==> src/pkg/bac_pkg.sv <==
// Purpose: shared constants and types of the bypass attribute configuration block
// Assumes: one clock, 32-bit register port with protection sideband
// Notes: one config copy type serves both the secure and non-secure bank
package bac_pkg;
	localparam int DATA_W = 32;
	localparam int ADDR_W_DEF = 16;
	// register offsets
	localparam logic [15:0] OFF_CFG0 = 16'h0000;
	localparam logic [15:0] OFF_NS_ALIAS = 16'h0400;
	// field positions
	localparam int POS_SEC_OVR = 28;
	localparam int POS_WA = 26;
	localparam int POS_RA = 24;
	localparam int POS_SH = 22;
	localparam int POS_SMCF = 21;
	localparam int POS_MT = 20;
	localparam int POS_ATTR_OVL = 16;
	localparam int POS_USF = 10;
	localparam int POS_CPD = 0;
	// override encodings
	localparam logic [1:0] OVR_PASS = 2'h0;
	localparam logic [1:0] OVR_SET = 2'h2;
	localparam logic [1:0] OVR_CLR = 2'h3;
	// reset values
	localparam logic [1:0] RST_OVR2 = 2'h0;
	localparam logic RST_MT = 1'b0;
	localparam logic [3:0] RST_ATTR_OVL = 4'h0;
	localparam logic RST_USF = 1'b0;
	localparam logic RST_CPD = 1'b1;
	localparam logic RST_SMCF = 1'b1;

	typedef struct packed {
		logic [1:0] sec_ovr;
		logic [1:0] wa;
		logic [1:0] ra;
		logic [1:0] sh;
		logic mt;
		logic [3:0] attr_ovl;
		logic usf;
		logic cpd;
	} bac_cfg_t;

	localparam bac_cfg_t CFG_RST = '{sec_ovr: RST_OVR2, wa: RST_OVR2, ra: RST_OVR2,
		sh: RST_OVR2, mt: RST_MT, attr_ovl: RST_ATTR_OVL, usf: RST_USF, cpd: RST_CPD};
endpackage

==> src/pkg/bac_cfg_if.sv <==
// Purpose: carries both config banks from the register file to the attribute path
// Assumes: same clock on both ends
// Notes: plain levels, no handshake
`timescale 1ns/1ps
interface bac_cfg_if;
	import bac_pkg::*;
	bac_cfg_t s_cfg;
	bac_cfg_t ns_cfg;
	modport src (output s_cfg, output ns_cfg);
	modport dst (input s_cfg, input ns_cfg);
endinterface

==> src/hw/bac_attr_path.sv <==
// Purpose: applies bypass overrides to client transaction attributes
// Assumes: transaction inputs come from logic on the same clock
// Notes: one cycle from input to registered output
`timescale 1ns/1ps
module bac_attr_path (
	input wire logic clk, // core clock
	input wire logic rst_n, // async reset, active low
	bac_cfg_if.dst cfg, // both config banks
	input wire logic in_valid, // transaction present
	input wire logic in_write, // 1 write, 0 read
	input wire logic in_ns, // incoming non-secure sideband
	input wire logic in_alloc, // incoming allocation hint
	input wire logic [1:0] in_sh, // incoming shareability
	input wire logic [3:0] in_attr, // incoming memory attributes
	input wire logic in_sm_hit, // stream table matched
	input wire logic in_sm_multi, // several entries matched
	output logic out_valid, // result valid
	output logic out_ns, // resulting non-secure sideband
	output logic out_alloc, // resulting allocation hint
	output logic [1:0] out_sh, // resulting shareability
	output logic [3:0] out_attr, // resulting memory attributes
	output logic out_bypass, // transaction bypassed mapping
	output logic out_usf_fault, // unidentified stream fault
	output logic out_smc_fault // match conflict fault
);
	import bac_pkg::*;

	typedef struct packed {
		logic valid;
		logic ns;
		logic alloc;
		logic [1:0] sh;
		logic [3:0] attr;
		logic bypass;
		logic usf_fault;
		logic smc_fault;
	} bac_path_t;

	bac_path_t st_reg, st_next;
	bac_cfg_t sel;
	logic secure;
	logic bypass;
	logic [1:0] alloc_cfg;

	// override decision for one transaction
	always_comb begin
		secure = ~in_ns;
		sel = secure ? cfg.s_cfg : cfg.ns_cfg; // bank follows transaction security
		bypass = sel.cpd | (~in_sm_hit & ~sel.usf);
		alloc_cfg = in_write ? sel.wa : sel.ra;
		st_next = '0;
		st_next.valid = in_valid;
		st_next.bypass = in_valid & bypass;
		st_next.usf_fault = in_valid & ~sel.cpd & ~in_sm_hit & sel.usf;
		// conflict fault always enabled; detection limited to flagged matches
		st_next.smc_fault = in_valid & ~sel.cpd & in_sm_hit & in_sm_multi;
		st_next.ns = in_ns;
		if (secure && bypass) begin
			unique case (sel.sec_ovr)
				OVR_SET: st_next.ns = 1'b0;
				OVR_CLR: st_next.ns = 1'b1;
				default: st_next.ns = in_ns;
			endcase
		end
		st_next.alloc = in_alloc;
		if (bypass) begin
			unique case (alloc_cfg)
				OVR_SET: st_next.alloc = 1'b1;
				OVR_CLR: st_next.alloc = 1'b0;
				default: st_next.alloc = in_alloc;
			endcase
		end
		st_next.sh = (bypass && sel.sh != OVR_PASS) ? sel.sh : in_sh;
		st_next.attr = (!secure && bypass && sel.mt) ? sel.attr_ovl : in_attr;
	end

	// output registers
	always_ff @(posedge clk or negedge rst_n) begin
		if (!rst_n) begin
			st_reg <= '0;
		end else begin
			st_reg <= st_next;
		end
	end

	assign out_valid = st_reg.valid;
	assign out_ns = st_reg.ns;
	assign out_alloc = st_reg.alloc;
	assign out_sh = st_reg.sh;
	assign out_attr = st_reg.attr;
	assign out_bypass = st_reg.bypass;
	assign out_usf_fault = st_reg.usf_fault;
	assign out_smc_fault = st_reg.smc_fault;
endmodule

==> src/hw/bac_top.sv <==
// Purpose: banked top-level configuration register and bypass attribute overrides
// Assumes: register port with protection sideband, single clock
// Notes: secure bank at offset 0 for secure accesses, alias for the non-secure bank
// Summary of operation
// - secure config bank reachable by secure accesses only
// - security override: pass, force secure, force non-secure
// - security override absent in non-secure bank
// - security override only for bypassing secure transactions
// - write allocate hint override for bypass writes
// - read allocate hint override for bypass reads
// - allocation overrides only for bypassing transactions
// - two-bit shareability field for bypass transactions
// - match conflict setting reads one, writes ignored
// - not every match conflict is detected
// - memory type override bit, resets to zero
// - memory type override only non-secure bypass
// - attribute field replaces memory attributes when enabled
// - client port disable resets set, means bypass
// - unmatched stream passes or faults per setting
`timescale 1ns/1ps
module bac_top #(
	parameter int ADDR_W = bac_pkg::ADDR_W_DEF
) (
	input wire logic CORE_CLK, // core clock
	input wire logic NRST, // async reset, active low
	input wire logic PSEL, // register port select
	input wire logic PENABLE, // access phase
	input wire logic PWRITE, // 1 write, 0 read
	input wire logic [ADDR_W-1:0] PADDR, // byte address
	input wire logic [bac_pkg::DATA_W-1:0] PWDATA, // write data
	input wire logic [2:0] PPROT, // protection sideband
	output logic [bac_pkg::DATA_W-1:0] PRDATA, // read data
	output logic PREADY, // transfer done
	output logic PSLVERR, // never asserted
	input wire logic TXN_VALID, // client transaction present
	input wire logic TXN_WRITE, // 1 write, 0 read
	input wire logic TXN_NS, // incoming non-secure sideband
	input wire logic TXN_ALLOC, // incoming allocation hint
	input wire logic [1:0] TXN_SH, // incoming shareability
	input wire logic [3:0] TXN_ATTR, // incoming memory attributes
	input wire logic TXN_SM_HIT, // stream table matched
	input wire logic TXN_SM_MULTI, // several entries matched
	output logic OUT_VALID, // result valid
	output logic OUT_NS, // resulting non-secure sideband
	output logic OUT_ALLOC, // resulting allocation hint
	output logic [1:0] OUT_SH, // resulting shareability
	output logic [3:0] OUT_ATTR, // resulting memory attributes
	output logic OUT_BYPASS, // bypassed mapping
	output logic OUT_USF_FAULT, // unidentified stream fault
	output logic OUT_SMC_FAULT // match conflict fault
);
	import bac_pkg::*;

	// refuse an address too narrow for the alias offset
	if (ADDR_W < 11 || ADDR_W > 16) begin : g_chk
		$error("bac_top: ADDR_W must be 11 to 16");
	end

	typedef struct packed {
		bac_cfg_t s_cfg;
		bac_cfg_t ns_cfg;
		logic [DATA_W-1:0] rdata;
		logic ready;
		logic slverr;
	} bac_top_t;

	bac_top_t st_reg, st_next;
	logic access_ok;
	logic acc_secure;
	logic hit_cfg0;
	logic hit_alias;
	logic setup;
	logic do_write;

	// pack one bank into the register word
	function automatic logic [DATA_W-1:0] cfg_to_word(bac_cfg_t c, logic secure_bank);
		logic [DATA_W-1:0] w;
		w = '0; // reserved and unimplemented bits read zero
		if (secure_bank) begin
			w[POS_SEC_OVR +: 2] = c.sec_ovr;
		end
		w[POS_WA +: 2] = c.wa;
		w[POS_RA +: 2] = c.ra;
		w[POS_SH +: 2] = c.sh;
		w[POS_SMCF] = RST_SMCF;
		w[POS_MT] = c.mt;
		w[POS_ATTR_OVL +: 4] = c.attr_ovl;
		w[POS_USF] = c.usf;
		w[POS_CPD] = c.cpd;
		return w;
	endfunction

	// unpack a written word into a bank
	function automatic bac_cfg_t word_to_cfg(logic [DATA_W-1:0] w, logic secure_bank);
		bac_cfg_t c;
		c.sec_ovr = secure_bank ? w[POS_SEC_OVR +: 2] : RST_OVR2;
		c.wa = w[POS_WA +: 2];
		c.ra = w[POS_RA +: 2];
		c.sh = w[POS_SH +: 2];
		c.mt = w[POS_MT];
		c.attr_ovl = w[POS_ATTR_OVL +: 4];
		c.usf = w[POS_USF];
		c.cpd = w[POS_CPD];
		return c;
	endfunction

	// access qualification and decode
	always_comb begin
		access_ok = PPROT[0] & ~PPROT[2]; // privileged data only
		acc_secure = ~PPROT[1];
		hit_cfg0 = (PADDR == OFF_CFG0[ADDR_W-1:0]);
		hit_alias = (PADDR == OFF_NS_ALIAS[ADDR_W-1:0]) & acc_secure;
		setup = PSEL & ~PENABLE;
		do_write = PSEL & PENABLE & PWRITE & st_reg.ready & access_ok;
	end

	// register file next state
	always_comb begin
		st_next = st_reg;
		st_next.ready = setup;
		st_next.slverr = 1'b0; // refused accesses end without error
		if (setup) begin
			st_next.rdata = '0;
			if (access_ok && !PWRITE) begin
				if (hit_cfg0) begin
					// access security picks the bank
					st_next.rdata = acc_secure ? cfg_to_word(st_reg.s_cfg, 1'b1)
						: cfg_to_word(st_reg.ns_cfg, 1'b0);
				end else if (hit_alias) begin
					st_next.rdata = cfg_to_word(st_reg.ns_cfg, 1'b0);
				end
			end
		end
		if (do_write) begin
			if (hit_cfg0 && acc_secure) begin
				st_next.s_cfg = word_to_cfg(PWDATA, 1'b1);
			end else if (hit_cfg0 || hit_alias) begin
				st_next.ns_cfg = word_to_cfg(PWDATA, 1'b0);
			end
		end
	end

	// state registers
	always_ff @(posedge CORE_CLK or negedge NRST) begin
		if (!NRST) begin
			st_reg.s_cfg <= CFG_RST;
			st_reg.ns_cfg <= CFG_RST;
			st_reg.rdata <= '0;
			st_reg.ready <= 1'b0;
			st_reg.slverr <= 1'b0;
		end else begin
			st_reg <= st_next;
		end
	end

	// register port outputs
	assign PRDATA = st_reg.rdata;
	assign PREADY = st_reg.ready;
	assign PSLVERR = st_reg.slverr;

	// config banks to the attribute path
	bac_cfg_if cfg_if ();
	assign cfg_if.s_cfg = st_reg.s_cfg;
	assign cfg_if.ns_cfg = st_reg.ns_cfg;

	bac_attr_path u_path (
		.clk(CORE_CLK),
		.rst_n(NRST),
		.cfg(cfg_if.dst),
		.in_valid(TXN_VALID),
		.in_write(TXN_WRITE),
		.in_ns(TXN_NS),
		.in_alloc(TXN_ALLOC),
		.in_sh(TXN_SH),
		.in_attr(TXN_ATTR),
		.in_sm_hit(TXN_SM_HIT),
		.in_sm_multi(TXN_SM_MULTI),
		.out_valid(OUT_VALID),
		.out_ns(OUT_NS),
		.out_alloc(OUT_ALLOC),
		.out_sh(OUT_SH),
		.out_attr(OUT_ATTR),
		.out_bypass(OUT_BYPASS),
		.out_usf_fault(OUT_USF_FAULT),
		.out_smc_fault(OUT_SMC_FAULT)
	);
endmodule

==> config.mk <==
export PLATFORM = sky130hd
export DESIGN_NAME = bac_top
export DESIGN_NICKNAME = d
export VERILOG_FILES = /design/src/pkg/bac_pkg.sv /design/src/pkg/bac_cfg_if.sv /design/src/hw/bac_attr_path.sv /design/src/hw/bac_top.sv
export SDC_FILE = /design/constraint.sdc
export NUM_CORES = 1
export LEC_CHECK = 0
export BUFFER_PORTS_ARGS = -buffer_cell sky130_fd_sc_hd__buf_2
export CAP_MARGIN = 25
export CORE_UTILIZATION = 25
export DETAILED_ROUTE_END_ITERATION = 8
export SLEW_MARGIN = 20
export SYNTH_ARGS = -nofsm -noshare
export SYNTH_HDL_FRONTEND = slang
export SYNTH_HIERARCHICAL = 1
export SYNTH_SLANG_ARGS = --single-unit
==> constraint.sdc <==
create_clock -name CORE_CLK -period 2.1 [get_ports CORE_CLK]
set_clock_uncertainty 0.15 [all_clocks]
set_input_delay 0.42 -clock CORE_CLK [delete_from_list [all_inputs] [get_ports CORE_CLK]]
set_output_delay 0.42 -clock CORE_CLK [all_outputs]
set_load 0.05 [all_outputs]
==> impl_metrics.ini, run 1 <==
[worst_setup_path]
cp-end-kind = flip-flop
critical_path_buf_inv_count = 2
cpPeakStageDelay_ns = 0.38
ff2ff_setup_slack_ns = 0.44
criticalPathCategory = in -> reg
r2r-start = PREADY
worstPathCellList = buf_2, nor4_2, nand4_2, nor4_4, buf_12, mux2_2
critPathTopFamily = simple AND/OR/NAND/NOR gates
cp-start-kind = input port
rr_worst_depth = 4
cp.required_ns = 2.19
worst_path_max_delay_cell = nor4_4
worstPathMaxFanout = 13
critPathArrivalTime_ns = 1.93
r2r-end = cfg_if.ns_cfg[5]

[global_routing]
grt_pass1_wl_mm = 10.5
antenna_found_initial = 0
grt_overflow = 0
grt_use_total = 0.125
grt_max_degree = 38
grt_pass1_vias = 1926

[drt]
vias = 1945
drt_pass1_iterations = 4
drt_wl_total_mm = 6.82
drt_iter0_markers = 68
via_per_inst = 4.34
drc_errors = 0
antenna_left = 0
wl_per_cell_um = 15.2

[run_status]
status = completed

[sta]
post-route-period-util = 0.873
relSlewSlack = 0.666
drv_slew = 0
hold_viol = 0
fmax_mhz = 545
finalSetupViolations = 0
rsz0062_at_grt = false
worstMarginPinSlew_ns = 0.501
fin_crit_ns = 1.83

[place]
dpl_cell_area_um2 = 3340
hpwl_mm = 4.75
io_buffers = 79
gp_congestion = 0.706
placed_cells = 431

[layout]
syn2layout_area_growth_pct = 27.6
instances_no_fill = 448
fin_area_um2 = 3540
fin_nets = 371
drive_gt1_frac = 0.503
multi_input_area_um2 = 1210
fillCellCount = 1109
regArea_um2 = 1430
insertedDiodeCount = 0

[clock_network]
cts_tree = done
cts_made_buffers = 9
cts_sinks = 57
cts_setup_buffers = 0
htree_levels = 3
clkTransAtPathRegs_ns = 0.08
clock_path_buffers = 2
cts_root_buf = clkbuf_8
clk_latency_ns = 0.35
post_cts_resized = 0

[logic_synthesis]
avgSynthCellArea_um2 = 13.0
netlist_instances = 213
ys.flop_type = dfrtp_1
ys_warn_count = 6
synth_area_um2 = 2780
async_flop_share = 1.00
ys_types = 33
synth-edff-count = 0
synth_seq_area_share = 0.514
synth-seq-cells = 57

[power_and_ir_drop]
p_leak_nw = 1.80
irDropWorstVdd_v = 0.000215
power_density_nw_per_um2 = 685

[floorplan]
rows = 38
dieWidth_um = 107
start_util = 0.256
num_io_pins = 114
die_h_um = 107
core_um2 = 10800
dieArea_um2 = 11500

[min_path]
min_to = u_path/out_valid
hold_depth = 1
holdCritStartpoint = TXN_VALID
hold_class = in -> reg

[run]
maxCapViolCount = 0
[metrics by stage]
stage	worst slack [ns]	utilization	setup TNS (ns)	total power, mW	hold WS (ns)
floorplan	0.0128	-	0	1.32	-0.0256
global placement	-0.0734	0.308	-0.590	1.41	0.267
detailed placement	-0.104	0.308	-0.980	1.41	0.269
CTS	0.272	0.327	0	2.46	0.0490
global route	0.193	0.327	0	2.53	0.0468
finish	0.266	0.327	0	2.43	0.0573
[cell type report]
class	instances	area share
sequential	57	0.403
tap	140	0.0494
timing repair buffer	92	0.150
clock inverter	7	0.0201
inverter	1	0.00106
clock buffer	9	0.0349
multi-input combinational	142	0.341
[cells in the final DEF (no fill, tap or decap), types with 3 or more instances in the layout]
cell	instances
o21ai_0	13
buf_4	9
mux2i_1	15
clkbuf_8	9
nor2_1	3
mux2_2	25
nor4_4	3
a22o_1	16
nand2_1	18
buf_12	3
clkinvlp_4	3
mux2_4	10
dfrtp_1	55
conb_1	17
buf_2	79
[logic make-up (layout without fill, tap and decap cells)]
| family | count (synthesis) | in the layout | synth area share |
|---|---|---|---|
| other | 1 | 17 | 0.00135 |
| AND/OR/NAND/NOR | 36 | 36 | 0.0896 |
| flip-flops | 57 | 57 | 0.514 |
| multiplexers | 52 | 52 | 0.226 |
| AO/OA/AOI/OAI | 36 | 36 | 0.0937 |
| XOR/XNOR | 1 | 1 | 0.00315 |
| buffers and inverters | 30 | 109 | 0.0721 |
[worst max-delay path by stage]
stage / startpoint / to / slack (ns) / cells past startpoint
6_report: PADDR[4] / cfg_if.ns_cfg[5] / 0.27 / 6
3_5_place_dp: PADDR[4] / cfg_if.ns_cfg[5] / -0.10 / 6
2_1_floorplan: PADDR[4] / cfg_if.ns_cfg[10] / 0.01 / 5
5_1_grt: PADDR[12] / cfg_if.ns_cfg[1] / 0.19 / 6
4_1_cts: PADDR[4] / cfg_if.ns_cfg[1] / 0.27 / 6
3_3_place_gp: PADDR[4] / cfg_if.ns_cfg[1] / -0.07 / 6
[power by group]
group | internal, mW | switching, mW
sequential | 1.11 | 0.00260
combinational | 0.0746 | 0.202
clock | 0.544 | 0.496
total | 1.73 | 0.701
[worst reg2reg max path, stage by stage, from the launching register on]
cell	delay, ns
dfrtp_1	0.35
nand4_1	0.17
nor4_4	0.32
buf_12	0.21
mux2_2	0.35
[what timing repair did]
item | in CTS | in global routing
hold buffers | 1 | 0
setup endpoints to repair | 0 | 0
endpoints found under the hold margin | 18 | 0
[state kept, by name, summed over array words and instances, names as in the netlist]
register              count
cfg_if.ns_cfg            13
u_path/out_attr           4
u_path/out_sh             2
u_path/out_ns             1
u_path/out_usf_fault      1
u_path/out_bypass         1
u_path/out_valid          1
u_path/out_alloc          1
cfg_if.s_cfg             15
PRDATA                   16
u_path/out_smc_fault      1
PREADY                    1
[synth_stat cells, types with 2 or more instances]
cell,count,share of area
dfstp_2,2,0.019
a22o_1,16,0.050
nor4_4,3,0.023
mux4_2,2,0.016
buf_2,4,0.0072
a32o_1,2,0.0072
nand2_1,18,0.024
nand2b_1,2,0.0045
clkbuf_1,6,0.0081
o21bai_1,2,0.0054
mux2i_1,15,0.054
mux2_2,25,0.10
nor3_1,2,0.0036
o21ai_0,13,0.023
nor4_2,2,0.0090
mux2_4,10,0.054
buf_4,17,0.046
dfrtp_1,55,0.50
nor2_1,3,0.0041
[routing by layer]
metal | global-route usage | share of wire | vias up
li1 | - | - | 915
met5 | 0 | 0 | -
met3 | 0.0357 | 0.052 | 13
met2 | 0.199 | 0.49 | 55
met1 | 0.154 | 0.44 | 962
met4 | 0.0616 | 0.021 | 0
(Power assumes the default switching activity.)
==> run 2, diff against run 1 <==
- clock period: 2.1 -> 1.7 ns (I/O delays scaled with it)
==> impl_metrics.ini, run 2 (synthesized netlist as in run 1, its figures left out) <==
[floorplan]
num_io_pins = 114
dieArea_um2 = 11500
start_util = 0.256
die_h_um = 107
core_um2 = 10800
dieWidth_um = 107
rows = 38

[clock_network]
clock_path_buffers = 2
cts_sinks = 57
clk_latency_ns = 0.33
cts_root_buf = clkbuf_8
cts_made_buffers = 9
htree_levels = 3
cts_tree = done
clkTransAtPathRegs_ns = 0.07

[place]
hpwl_mm = 5.04
io_buffers = 79
gp_congestion = 0.741

[global_routing]
grt_overflow = 0
grt_max_degree = 29
grt_pass1_wl_mm = 10.9
grt_use_total = 0.128
antenna_found_initial = 1
grt_pass1_vias = 2074

[sta]
drv_slew = 0
hold_viol = 0
finalSetupViolations = 12
worstMarginPinSlew_ns = 0.554
relSlewSlack = 0.630
fmax_mhz = 571
layout_setup_ws_ns = -0.0504
whs_ns = 0.0742
rsz0062_at_grt = true
fin_crit_ns = 1.75
post-route-period-util = 1.03

[power_and_ir_drop]
p_leak_nw = 1.90
finalPower_mw = 2.90
intPower_mw = 2.05
switchingPower_mw = 0.847
irDropWorstVdd_v = 0.000254
netSwitchingFraction = 0.292
clkPwrFrac = 0.396
power_frac_seq = 0.474
power_density_nw_per_um2 = 779
combPwrFrac = 0.130

[drt]
antenna_left = 0
wl_per_cell_um = 15.4
vias = 1970
drc_errors = 0
drt_iter0_markers = 57
drt_pass1_iterations = 4
drt_wl_total_mm = 7.12
via_per_inst = 4.27

[layout]
syn2layout_area_growth_pct = 34.0
layout_commonest_cell = buf_2
largest_reg_flops = 16
fillCellCount = 1093
layout_common_cells = buf_2 (75), dfrtp_1 (54), mux2_2 (22), nand2_1 (18), buf_4 (18)
fin_nets = 383
drive_gt1_frac = 0.525

[run_status]
violations = negative setup slack
status = finished, violations left

[worst_setup_path]
critPathArrivalTime_ns = 1.82
criticalPathCategory = in -> reg
worstPathMaxFanout = 6
cp-start-kind = input port
cp.required_ns = 1.77
cp-end-kind = flip-flop

[run]
maxCapViolCount = 0

[min_path]
hold_class = in -> reg
run 2: changes by cell type in the layout (fill, tap and decap cells not counted), moves of 2 or more:
cell / change
nor4_4: +2
buf_4: +9
mux2_4: +3
mux2_2: -3
buf_2: -4
buf_6: +3
nor4_2: -2
run 2: repair_timing:
| item | CTS | global route |
|---|---|---|
| buffers inserted | 0 | 2 |
| setup endpoints to repair | 21 | 28 |
| resized for setup | 2 | 9 |
| pin swaps | 0 | 5 |
| hold endpoints to repair | 16 | 0 |
| hold buffers | 2 | 0 |
| gates cloned | 0 | 2 |
run 2: layout make-up:
class | count | area [um2] | share of cell area
Sequential cell | 57 | 1430 | 0.384
Multi-Input combinational cell | 143 | 1260 | 0.340
Timing Repair Buffer | 103 | 664 | 0.179
Tap cell | 140 | 175 | 0.0471
Clock buffer | 10 | 138 | 0.0370
Clock inverter | 6 | 42.5 | 0.0114
Inverter | 1 | 3.75 | 0.00101
Antenna cell | 1 | 2.50 | 0.000672
run 2: path summary, 6_finish.rpt:
kind,slack (ns),start,to,cells after the start
min reg2reg,0.35,PRDATA[28],PRDATA[28],1
min in group asynchronous,0.35,NRST,PRDATA[10],2
max reg2reg,0.03,PREADY,cfg_if.ns_cfg[11],5
min,0.07,TXN_SH[0],u_path/out_sh[0],2
max in group asynchronous,0.51,NRST,cfg_if.ns_cfg[4],3
max,-0.05,PADDR[0],cfg_if.ns_cfg[11],7
run 2: power groups by stage:
stage	Clock [mW]	Combinational, mW	Sequential, mW
final	1.15	0.377	1.37
after global routing	1.27	0.401	1.37
after CTS	1.19	0.370	1.37
after detailed placement	0	0.365	1.40
after global placement	0	0.360	1.40
after floorplan	0	0.183	1.45
run 2: critical path, cell delays in order:
cell	delay [ns]
buf_2	0.11
nor4_4	0.25
nand4_2	0.18
nor4_4	0.32
buf_4	0.17
clkbuf_16	0.15
mux2_4	0.29
run 2: per-layer routing:
metal / wire (um) / global-route usage
met5: 0 / 0
met2: 3360 / 0.201
met1: 3170 / 0.154
met3: 471 / 0.0533
met4: 117 / 0.0558
run 2: through the flow:
stage | util | worst slack [ns] | std cells | TNS, ns | area (um2)
after floorplan | - | -0.222 | 229 | -2.71 | 2870
after global placement | 0.314 | -0.323 | 437 | -11.68 | 3410
after detailed placement | 0.314 | -0.354 | 437 | -12.41 | 3410
after CTS | 0.333 | -0.0379 | 455 | -0.401 | 3610
after global routing | 0.343 | -0.0869 | 461 | -1.11 | 3720
final | 0.343 | -0.0504 | 461 | -0.437 | 3720
